File: config.mk
export PLATFORM = sky130hd
export DESIGN_NAME = sitc_core
export DESIGN_NICKNAME = d
export VERILOG_FILES = /design/src/logic/sitc_pkg.sv /design/src/logic/sitc_core.sv
export SDC_FILE = /design/constraint.sdc
export NUM_CORES = 1
export LEC_CHECK = 0
export ABC_AREA = 1
export BUFFER_PORTS_ARGS = -buffer_cell sky130_fd_sc_hd__buf_2
export CORE_MARGIN = 2
export CORE_UTILIZATION = 26
export DETAILED_ROUTE_END_ITERATION = 16
export GPL_TIMING_DRIVEN = 1
export PLACE_DENSITY_LB_ADDON = 0.2
export SYNTH_ARGS = -nofsm -noshare
export SYNTH_HDL_FRONTEND = slang
export SYNTH_SLANG_ARGS = --single-unit
File: constraint.sdc
create_clock -name aclk -period 4.2 [get_ports aclk]
set_input_delay 0.84 -clock aclk [delete_from_list [all_inputs] [get_ports aclk]]
set_output_delay 0.84 -clock aclk [all_outputs]
set_load 0.02 [all_outputs]
File: src/logic/sitc_pkg.sv
/*
  Package for the system-instruction decode and execute block:
  encodings, field positions, reset values and the bus map.
  Assumes a 32-bit core with R-type instruction words.
*/
package sitc_pkg;
  // ----------------------------------------------------------------
  // Instruction encoding
  // ----------------------------------------------------------------
  localparam logic [5:0]  OP_RTYPE      = 6'h3A;
  localparam logic [5:0]  OPX_BARRIER   = 6'h36;
  localparam logic [5:0]  OPX_SWEXC     = 6'h2D;
  localparam logic [5:0]  OPX_CTLWR     = 6'h2E;
  localparam logic [4:0]  SWEXC_C       = 5'h1C;
  localparam int          OP_LSB        = 0;
  localparam int          OPX_LSB       = 11;
  localparam int          IDX_LSB       = 6;
  localparam int          C_LSB         = 17;
  localparam int          A_LSB         = 27;
  localparam logic [31:0] PC_STEP       = 32'h0000_0004;
  // ----------------------------------------------------------------
  // Status register layout
  // ----------------------------------------------------------------
  localparam int          ST_IRQ_EN     = 0;
  localparam int          ST_USER       = 1;
  localparam logic [31:0] STATUS_RST    = 32'h0000_0000;
  localparam logic [31:0] HANDLER_DEF   = 32'h0000_0020;
  // ----------------------------------------------------------------
  // Register map (byte addresses)
  // ----------------------------------------------------------------
  localparam logic [7:0]  A_STATUS      = 8'h00;
  localparam logic [7:0]  A_SAVED       = 8'h04;
  localparam logic [7:0]  A_RETADDR     = 8'h08;
  localparam logic [7:0]  A_IRQ_STAT    = 8'h0C;
  localparam logic [7:0]  A_IRQ_MASK    = 8'h10;
  localparam logic [7:0]  A_CONFIG      = 8'h14;
  localparam logic [7:0]  A_TAG         = 8'h18;
  localparam logic [1:0]  RESP_OKAY     = 2'b00;
  localparam logic [1:0]  RESP_SLVERR   = 2'b10;
  // Event bits: 0 barrier done, 1 trap, 2 privilege fault, 3 ctl write
  localparam int          N_EVT         = 4;

  // Decoded instruction
  typedef struct packed {
    logic [4:0] a_idx;
    logic [4:0] b_idx;
    logic [4:0] c_fld;
    logic [5:0] opx;
    logic [4:0] idx;
    logic [5:0] op;
  } sitc_instr_t;

  // Control register write toward the core
  typedef struct packed {
    logic        valid;
    logic [4:0]  idx;
    logic [31:0] data;
  } sitc_ctlwr_t;
endpackage : sitc_pkg

File: src/logic/sitc_core.sv
/*
  Decode and execute of barrier, software exception and control write.
  Assumes: instructions arrive with issue_valid for one cycle while
  stall is low; the register file value of operand A comes with it;
  mem_outstanding reports pending data accesses; AXI4-Lite slave.
*/
`timescale 1ns/1ps
module sitc_core #(
  parameter bit          IN_ORDER_ONLY = 1'b0,
  parameter logic [31:0] HANDLER_ADDR  = sitc_pkg::HANDLER_DEF
) (
  // Clock and reset
  input  wire logic              aclk,
  input  wire logic              aresetn,
  // Instruction issue
  input  wire logic              issue_valid,
  input  wire logic [31:0]       issue_instr,
  input  wire logic [31:0]       issue_pc,
  input  wire logic [31:0]       operand_a,
  input  wire logic              mem_outstanding,
  input  wire logic              eret_valid,
  output logic                   stall,
  // Program counter redirect
  output logic                   pc_load,
  output logic [31:0]            pc_target,
  output logic                   priv_fault,
  output logic [4:0]             exception_tag_field,
  output sitc_pkg::sitc_ctlwr_t  ctl_wr,
  output logic [31:0]            status_out,
  // AXI4-Lite slave
  input  wire logic [7:0]        s_awaddr,
  input  wire logic              s_awvalid,
  output logic                   s_awready,
  input  wire logic [31:0]       s_wdata,
  input  wire logic [3:0]        s_wstrb,
  input  wire logic              s_wvalid,
  output logic                   s_wready,
  output logic [1:0]             s_bresp,
  output logic                   s_bvalid,
  input  wire logic              s_bready,
  input  wire logic [7:0]        s_araddr,
  input  wire logic              s_arvalid,
  output logic                   s_arready,
  output logic [31:0]            s_rdata,
  output logic [1:0]             s_rresp,
  output logic                   s_rvalid,
  input  wire logic              s_rready,
  // Interrupt
  output logic                   irq
);

  // ------------------------------------------------------------------
  // Elaboration checks
  // ------------------------------------------------------------------
  // The handler is fetched as a whole word, so its address must be aligned
  if (HANDLER_ADDR[1:0] != 2'b00) begin : g_bad_handler
    $error("sitc_core: HANDLER_ADDR must be word aligned");
  end
  // The event vector and its readback are built for exactly four bits
  if (sitc_pkg::N_EVT != 4) begin : g_bad_evt
    $error("sitc_core: event count does not match the event vector");
  end

  // ------------------------------------------------------------------
  // Decode
  // ------------------------------------------------------------------
  sitc_pkg::sitc_instr_t ins;
  logic is_bar, is_trap, is_ctl, user_q_bit;
  logic [31:0] status_q, saved_q, retaddr_q, tag_q;
  logic [sitc_pkg::N_EVT-1:0] evt_stat_q, evt_mask_q, evt;
  logic cfg_force_nop_q, barrier_wait_q;

  // An issue offered during stall decodes to nothing, so it leaves no trace
  assign ins     = sitc_pkg::sitc_instr_t'(issue_instr);
  assign is_bar  = issue_valid && !stall && ins.op == sitc_pkg::OP_RTYPE
                   && ins.opx == sitc_pkg::OPX_BARRIER;
  assign is_trap = issue_valid && !stall && ins.op == sitc_pkg::OP_RTYPE
                   && ins.opx == sitc_pkg::OPX_SWEXC && ins.c_fld == sitc_pkg::SWEXC_C;
  assign is_ctl  = issue_valid && !stall && ins.op == sitc_pkg::OP_RTYPE
                   && ins.opx == sitc_pkg::OPX_CTLWR;
  assign user_q_bit = status_q[sitc_pkg::ST_USER];

  // ------------------------------------------------------------------
  // Barrier
  // ------------------------------------------------------------------
  // Hold issue while accesses drain; in-order cores skip the wait
  always_ff @(posedge aclk) begin
    if (!aresetn) begin
      barrier_wait_q <= 1'b0;
    end else if (is_bar && !IN_ORDER_ONLY && !cfg_force_nop_q) begin
      barrier_wait_q <= 1'b1;
    end else if (barrier_wait_q && !mem_outstanding) begin
      barrier_wait_q <= 1'b0;
    end
  end

  // Stall is a flop; the cycle after issue already blocks the next one
  always_ff @(posedge aclk) begin
    if (!aresetn) begin
      stall <= 1'b0;
    end else begin
      stall <= (is_bar && !IN_ORDER_ONLY && !cfg_force_nop_q)
               || (barrier_wait_q && mem_outstanding);
    end
  end

  // ------------------------------------------------------------------
  // Status, saved status, return address
  // ------------------------------------------------------------------
  // Bus write strobe, decoded with the write path further down
  logic bus_wr;
  logic [7:0] wr_addr_q;
  logic [31:0] wr_data_q;

  // Trap saves state; eret restores it (handler's return path)
  always_ff @(posedge aclk) begin
    if (!aresetn) begin
      status_q  <= sitc_pkg::STATUS_RST;
      saved_q   <= sitc_pkg::STATUS_RST;
      retaddr_q <= '0;
    end else if (is_trap) begin
      saved_q   <= status_q;
      status_q  <= status_q & ~((32'h1 << sitc_pkg::ST_IRQ_EN)
                                | (32'h1 << sitc_pkg::ST_USER));
      retaddr_q <= issue_pc + sitc_pkg::PC_STEP;
    end else if (eret_valid) begin
      status_q  <= saved_q;
    end else if (bus_wr && wr_addr_q == sitc_pkg::A_STATUS) begin
      status_q  <= wr_data_q;
    end
  end

  // Tag is only recorded for a debugger, never steers execution
  always_ff @(posedge aclk) begin
    if (!aresetn) begin
      tag_q               <= '0;
      exception_tag_field <= '0;
    end else if (is_trap) begin
      tag_q               <= {27'h0000000, ins.idx};
      exception_tag_field <= ins.idx;
    end
  end

  // ------------------------------------------------------------------
  // Redirect, control write, fault
  // ------------------------------------------------------------------
  // User-mode write is dropped and becomes a fault redirect
  always_ff @(posedge aclk) begin
    if (!aresetn) begin
      pc_load    <= 1'b0;
      pc_target  <= '0;
      priv_fault <= 1'b0;
      ctl_wr     <= '0;
    end else begin
      pc_load    <= is_trap || (is_ctl && user_q_bit);
      pc_target  <= HANDLER_ADDR;
      priv_fault <= is_ctl && user_q_bit;
      ctl_wr.valid <= is_ctl && !user_q_bit;
      ctl_wr.idx   <= ins.idx;
      ctl_wr.data  <= operand_a;
    end
  end

  // Registered copy keeps the port off the status logic; it lags by a cycle
  always_ff @(posedge aclk) begin
    if (!aresetn) begin
      status_out <= sitc_pkg::STATUS_RST;
    end else begin
      status_out <= status_q;
    end
  end

  // ------------------------------------------------------------------
  // Events and interrupt
  // ------------------------------------------------------------------
  // One pulse per event; the barrier event marks the end of the drain
  assign evt = {is_ctl && !user_q_bit, is_ctl && user_q_bit, is_trap,
                barrier_wait_q && !mem_outstanding};

  // Set wins over a write-one-to-clear in the same cycle
  always_ff @(posedge aclk) begin
    if (!aresetn) begin
      evt_stat_q <= '0;
    end else if (bus_wr && wr_addr_q == sitc_pkg::A_IRQ_STAT) begin
      evt_stat_q <= (evt_stat_q & ~wr_data_q[sitc_pkg::N_EVT-1:0]) | evt;
    end else begin
      evt_stat_q <= evt_stat_q | evt;
    end
  end

  // Level interrupt while any unmasked event bit stays set
  always_ff @(posedge aclk) begin
    if (!aresetn) begin
      irq <= 1'b0;
    end else begin
      irq <= |(evt_stat_q & evt_mask_q);
    end
  end

  // ------------------------------------------------------------------
  // AXI4-Lite write path
  // ------------------------------------------------------------------
  // A write commits once both halves are in and no response is pending
  logic aw_have_q, w_have_q;
  assign bus_wr = aw_have_q && w_have_q && !s_bvalid;

  // Address and data are latched independently, in either order
  always_ff @(posedge aclk) begin
    if (!aresetn) begin
      aw_have_q <= 1'b0;
      w_have_q  <= 1'b0;
      s_awready <= 1'b0;
      s_wready  <= 1'b0;
      s_bvalid  <= 1'b0;
      s_bresp   <= sitc_pkg::RESP_OKAY;
      wr_addr_q <= '0;
      wr_data_q <= '0;
    end else begin
      s_awready <= !aw_have_q && !s_awready && !s_bvalid;
      s_wready  <= !w_have_q && !s_wready && !s_bvalid;
      if (s_awvalid && s_awready) begin
        aw_have_q <= 1'b1;
        wr_addr_q <= s_awaddr;
      end
      if (s_wvalid && s_wready) begin
        w_have_q  <= 1'b1;
        wr_data_q <= s_wdata;
      end
      if (bus_wr) begin
        aw_have_q <= 1'b0;
        w_have_q  <= 1'b0;
        s_bvalid  <= 1'b1;
        s_bresp   <= (wr_addr_q == sitc_pkg::A_STATUS || wr_addr_q == sitc_pkg::A_IRQ_STAT
                      || wr_addr_q == sitc_pkg::A_IRQ_MASK || wr_addr_q == sitc_pkg::A_CONFIG)
                     ? sitc_pkg::RESP_OKAY : sitc_pkg::RESP_SLVERR;
      end else if (s_bvalid && s_bready) begin
        s_bvalid  <= 1'b0;
      end
    end
  end

  // Byte strobes are ignored: registers take whole words only
  always_ff @(posedge aclk) begin
    if (!aresetn) begin
      evt_mask_q      <= '0;
      cfg_force_nop_q <= 1'b0;
    end else if (bus_wr && wr_addr_q == sitc_pkg::A_IRQ_MASK) begin
      evt_mask_q      <= wr_data_q[sitc_pkg::N_EVT-1:0];
    end else if (bus_wr && wr_addr_q == sitc_pkg::A_CONFIG) begin
      cfg_force_nop_q <= wr_data_q[0];
    end
  end

  // ------------------------------------------------------------------
  // AXI4-Lite read path
  // ------------------------------------------------------------------
  logic [31:0] rd_mux;
  logic        rd_ok;
  // Address decode; an unmapped offset answers with an error response
  always_comb begin
    rd_mux = '0;
    rd_ok  = 1'b1;
    case (s_araddr)
      sitc_pkg::A_STATUS:   rd_mux = status_q;
      sitc_pkg::A_SAVED:    rd_mux = saved_q;
      sitc_pkg::A_RETADDR:  rd_mux = retaddr_q;
      sitc_pkg::A_IRQ_STAT: rd_mux = {28'h0000000, evt_stat_q};
      sitc_pkg::A_IRQ_MASK: rd_mux = {28'h0000000, evt_mask_q};
      sitc_pkg::A_CONFIG:   rd_mux = {31'h00000000, cfg_force_nop_q};
      sitc_pkg::A_TAG:      rd_mux = tag_q;
      default:              rd_ok  = 1'b0;
    endcase
  end

  // Data is latched at the address handshake and held until it is taken
  always_ff @(posedge aclk) begin
    if (!aresetn) begin
      s_arready <= 1'b0;
      s_rvalid  <= 1'b0;
      s_rdata   <= '0;
      s_rresp   <= sitc_pkg::RESP_OKAY;
    end else begin
      s_arready <= !s_arready && !s_rvalid && s_arvalid;
      if (s_arvalid && s_arready) begin
        s_rvalid <= 1'b1;
        s_rdata  <= rd_mux;
        s_rresp  <= rd_ok ? sitc_pkg::RESP_OKAY : sitc_pkg::RESP_SLVERR;
      end else if (s_rvalid && s_rready) begin
        s_rvalid <= 1'b0;
      end
    end
  end

endmodule : sitc_core

; Word level (Yosys, flattened, before mapping)
; Index checks and enable logic that the tools add are counted.
[classes]
n_addsub = 1
eq_ne = 14
n_mux = 14
bitwise_logic = 8
n_reduce_logical = 56
[op_table]
columns = operator, n
row1 = 32-bit case mux with 7 select lines, 1
row2 = 32-bit two-way mux, 2
row3 = 8-bit by 5-bit == test with 1-bit output (second input constant), 5
row4 = 32-bit by 3-bit adder with 32-bit output (second input constant), 1
row5 = 1-bit logical AND, 28
row6 = 6-bit == test (second input constant), 4
row7 = 8-bit by 4-bit == test with 1-bit output (second input constant), 3
row8 = 8-bit zero test, 2
row9 = 1-bit zero test, 11
row10 = 4-bit AND, 2
row11 = 8-bit by 3-bit == test with 1-bit output (second input constant), 1
row12 = 4-bit bitwise OR, 2
row13 = 2-bit nonzero test, 4
row14 = 1-bit two-way mux, 7
row15 = 7-bit OR reduction, 1
row16 = 6-bit two-way mux, 1
row17 = 5-bit == test (second input constant), 1
row18 = 1-bit logical OR, 5
row19 = 2-bit two-way mux, 2
row20 = 4-bit two-way mux, 1
row21 = 4-bit inverter, 1
row22 = 2-bit AND reduction, 2
row23 = 2-bit OR reduction, 2
row24 = 4-bit OR reduction, 1
row25 = 1-bit inverter, 3
[word_totals]
regBits = 300
input_bits = 158
out_inout_bits = 152

; Logic depth before layout (Yosys ltp)
[logic_depth]
depth_word = 7
ltp_mapped = 10

; Worst setup path after synthesis
; OpenSTA, ideal clock, no wires.
[synth_path]
kind = input-to-reg
from = input port issue_instr[0]
to = register status_q[10]
arrival_time_ns = 1.874
t_required_ns = 4.085
path_slack_ns = 2.211
stages = 9
cell_sequence = nor2_1 > nand3_1 > or2_4 > nor2_4 > nand2_1 > buf_6 > buf_2 > a21oi_1 > nor2_1
[synth_via]
elab_chain_len = 6
[synth_rtl]
columns = element, line
row1 = "start, declared", sitc_core.sv:17  ; input wire logic [31:0] issue_instr,
row2 = 6-bit == test, sitc_core.sv:77  ; assign is_trap = issue_valid && !stall && ins.op == sitc_pkg::OP_RTYPE
row3 = 1-bit logical AND, sitc_core.sv:77
row4 = 1-bit logical AND (2 in series), sitc_core.sv:78  ; && ins.opx == sitc_pkg::OPX_SWEXC && ins.c_fld == sitc_pkg::SWEXC_C;
row5 = 1-bit inverter (no source line), --
row6 = 2-bit AND reduction (no source line), --
row7 = "end signal, assigned", sitc_core.sv:118  ; status_q <= sitc_pkg::STATUS_RST;
row8 = "end signal, assigned", sitc_core.sv:123  ; status_q <= status_q & ~((32'h1 << sitc_pkg::ST_IRQ_EN)
row9 = "end signal, assigned", sitc_core.sv:127  ; status_q <= saved_q;
row10 = "end, declared", sitc_core.sv:69  ; logic [31:0] status_q, saved_q, retaddr_q, tag_q;
; Every way passes these cells.
; A chain may end at the register's enable or synchronous reset.

; Worst setup path in the final report
[layout_path]
from = register wr_addr_q[7]
to = register status_q[26]
[layout_via]
elab_chain_len = 4
[layout_rtl]
columns = element, line
row1 = "start, declared", sitc_core.sv:112  ; logic [7:0] wr_addr_q;
row2 = "start signal, assigned", sitc_core.sv:223  ; wr_addr_q <= s_awaddr;
row3 = 8-bit zero test, sitc_core.sv:128  ; end else if (bus_wr && wr_addr_q == sitc_pkg::A_STATUS) begin
row4 = 1-bit logical AND, sitc_core.sv:128
row5 = 2-bit nonzero test (no source line), --
row6 = 2-bit AND reduction (no source line), --
row7 = "end signal, assigned", sitc_core.sv:123
row8 = "end signal, assigned", sitc_core.sv:127
row9 = "end signal, assigned", sitc_core.sv:129  ; status_q <= wr_data_q;
; Every way passes these cells.

==> flow_metrics.tcl <==
set metrics [dict create \
    dr.first_iter.drc_count 531 \
    track_usage_pct 17.2 \
    synth-edff-count 0 \
    combinationalPowerShare_pct 8.7 \
    yosysWarnings 0 \
    setup_tns_ns 0 \
    fillers 4658 \
    drt-total-wl_um 39500 \
    internal_power_mw 4.45 \
    n_antenna_cell 0 \
    rows 76 \
    pin_count 310 \
    p_leak_nw 6.56 \
    worstMarginPinSlew_ns 1.11 \
    nets 1933 \
    port_buffers 262 \
    status "complete, no violations" \
    finalCritPeriodShare_pct 59.5 \
    p_per_area_nw_per_um2 424 \
    ys_seq_elements 267 \
    synth_top_area_share_pct 47.5 \
    swShare_pct 25.1 \
    hpwl_um 27100 \
    postCtsResizedCells 0 \
    hold_viol 0 \
    finalCoreUtilization_pct 32.7 \
    cts_tree "yes" \
    synthTopCellsByArea "dfxtp_1, nand2_1, a21oi_1" \
    max_slew_margin_pct 25.9 \
    yosysUniqueCellTypes 37 \
    grt_pass1_vias 10200 \
    synth_seq_area_share_pct 47.5 \
    fp.coreArea_um2 42900 \
    viasPerCell 4.45 \
    setup_viol 0 \
    placed_area_um2 13000 \
    crit_fanout 49 \
    cp_slowest_cell "nand2_2" \
    synth_flop_cell "dfxtp_1" \
    first_pass_iters 5 \
    max_stage_delay_ns 0.79 \
    layout_commonest_cell "nand2_1" \
    start_util_pct 26.2 \
    cts.clk_slew.worst_paths_ns 0.06 \
    wl_per_cell_um 16.6 \
    clk_latency_ns 0.57 \
    ant_nets 0 \
    max_freq_ghz 0.400 \
    die_y_um 212 \
    grt_pass1_wl_um 59500 \
    drc 0 \
    rsz0062_at_grt "false" \
    syn-cell-area_um2 11300 \
    crit_path_end_kind "flop" \
    slew_violations 0 \
    ctsHtreeMaxLevel 1 \
    synth_area_leader_cell "dfxtp_1" \
    layout-drive-gt1-share_pct 19.0 \
    hold_buffers 0 \
    hold_ws_ns 0.424 \
    final_cell_area_um2 14000 \
    dieArea_um2 45000 \
    root_buffer "clkbuf_16" \
    place_congestion 0.843 \
    worstPathArrival_ns 2.97 \
    period_minus_slack_ns 2.50 \
    crit_path_frequent_cell "nor2_1" \
    crit_type "flop to flop" \
    finClkSkew_ns 0.0275 \
    layout_common_cells "nand2_1, dfxtp_1, buf_2, nor2_1, inv_1" \
    postCtsSetupBuffers 0 \
    critPathRequiredTime_ns 4.67 \
    postSynthCellCount 1540 \
    cts_buffers 31 \
    cts_buffer_depth 3 \
    p_sw_mw 1.49 \
    peakVddDrop_v 0.000276 \
    multi_input_area_um2 4790 \
    area_growth_pct 24.5 \
    cts.sinks 267 \
    p_clk_share_pct 46.5 \
    grt_max_degree 65 \
    die_w_um 212 \
    grt-ovfl-total 0 \
    start_kind "flop" \
    power_mw 5.94 \
    holdCritPathClass "flop to flop" \
    seqPwrFrac_pct 44.8 \
    async_flop_share_pct 0 \
    synth.avg_cell_area_um2 7.31 \
    antenna_found_initial 1 \
    crit_path_cell_trace "nor2_1, nand2_1, nor2_1, nand3_1, nand2_2, buf_4, nand3_1, nand2_1, nor2_1" \
    via_count 10600 \
    cap_violations 0 \
    seqCellArea_um2 5350 \
]
## metal layers
layer	vias to the layer above	wire, µm	global-route usage [%]	share of wire [%]
li1	5345	-	-	-
met1	4929	18700	23.5	47
met2	278	17900	28.2	45
met3	59	2040	3.01	5.2
met4	2	839	3.98	2.1
met5	-	16	0	0.041
## power by group through the flow
stage / clock, mW / sequential, mW / combinational, mW
3_5_place_dp: 0 / 2.71 / 0.525
3_3_place_gp: 0 / 2.71 / 0.521
4_1_cts: 2.84 / 2.66 / 0.528
5_1_grt: 2.93 / 2.66 / 0.581
6_report: 2.76 / 2.66 / 0.520
2_1_floorplan: 0 / 2.75 / 0.292
## synth_stat cells, types with 8 or more instances
master,n
a21oi_1,147
buf_2,27
buf_4,36
clkbuf_1,39
dfxtp_1,267
inv_1,163
mux2i_1,29
nand2_1,364
nand3_1,113
nor2_1,166
nor3_1,21
o211ai_1,25
o21ai_0,82
xor2_1,8
## through the flow
step / std cells / worst slack, ns
after global placement: 2326 / 1.32
after global routing: 2383 / 1.40
final: 2383 / 1.70
after detailed placement: 2326 / 1.27
after floorplan: 1572 / 2.21
after CTS: 2383 / 1.65
## layout make-up
type                            instances  share of cell area [%]
Tap cell                              585                    5.22
Clock buffer                           48                    6.49
Sequential cell                       267                    38.1
Clock inverter                          9                   0.929
Multi-Input combinational cell       1026                    34.2
Inverter                              168                    4.50
Timing Repair Buffer                  280                    10.5
## critical path: cells and delay by family, from the launching register on
family / cells / cell delay [ns]
buf+inv: 1 / 0.37
flops: 1 / 0.31
simple gates: 8 / 1.66
## flip-flops by register name, indices dropped and copies added (netlist names), 4 cells and up
register / flops
evt_mask_q: 4
wr_data_q: 32
status_out: 32
evt_stat_q: 4
s_rdata: 32
ctl_wr: 38
wr_addr_q: 8
status_q: 32
saved_q: 32
retaddr_q: 32
exception_tag_field: 5
## logic make-up after synthesis
kind of cell,Yosys count,synth area share (%)
other cells,1,0.0333
simple gates,688,25.3
mux,29,2.58
fa+ha+maj,1,0.111
buf+inv,279,11.2
compound gates,264,12.4
xor+xnor,11,0.856
flops,267,47.5
## worst paths after layout
| check | from | to | slack, ns | depth (start not counted) |
|---|---|---|---|---|
| min | aw_have_q$_SDFFE_PP0P_ | s_awready$_SDFF_PN0_ | 0.42 | 1 |
| max | wr_addr_q[7]$_SDFFE_PN0P_ | status_q[26]$_SDFFE_PN0P_ | 1.70 | 9 |
| max reg2reg | wr_addr_q[7]$_SDFFE_PN0P_ | status_q[26]$_SDFFE_PN0P_ | 1.70 | 9 |
| min reg2reg | aw_have_q$_SDFFE_PP0P_ | s_awready$_SDFF_PN0_ | 0.42 | 1 |
(Power assumes the default switching activity.)
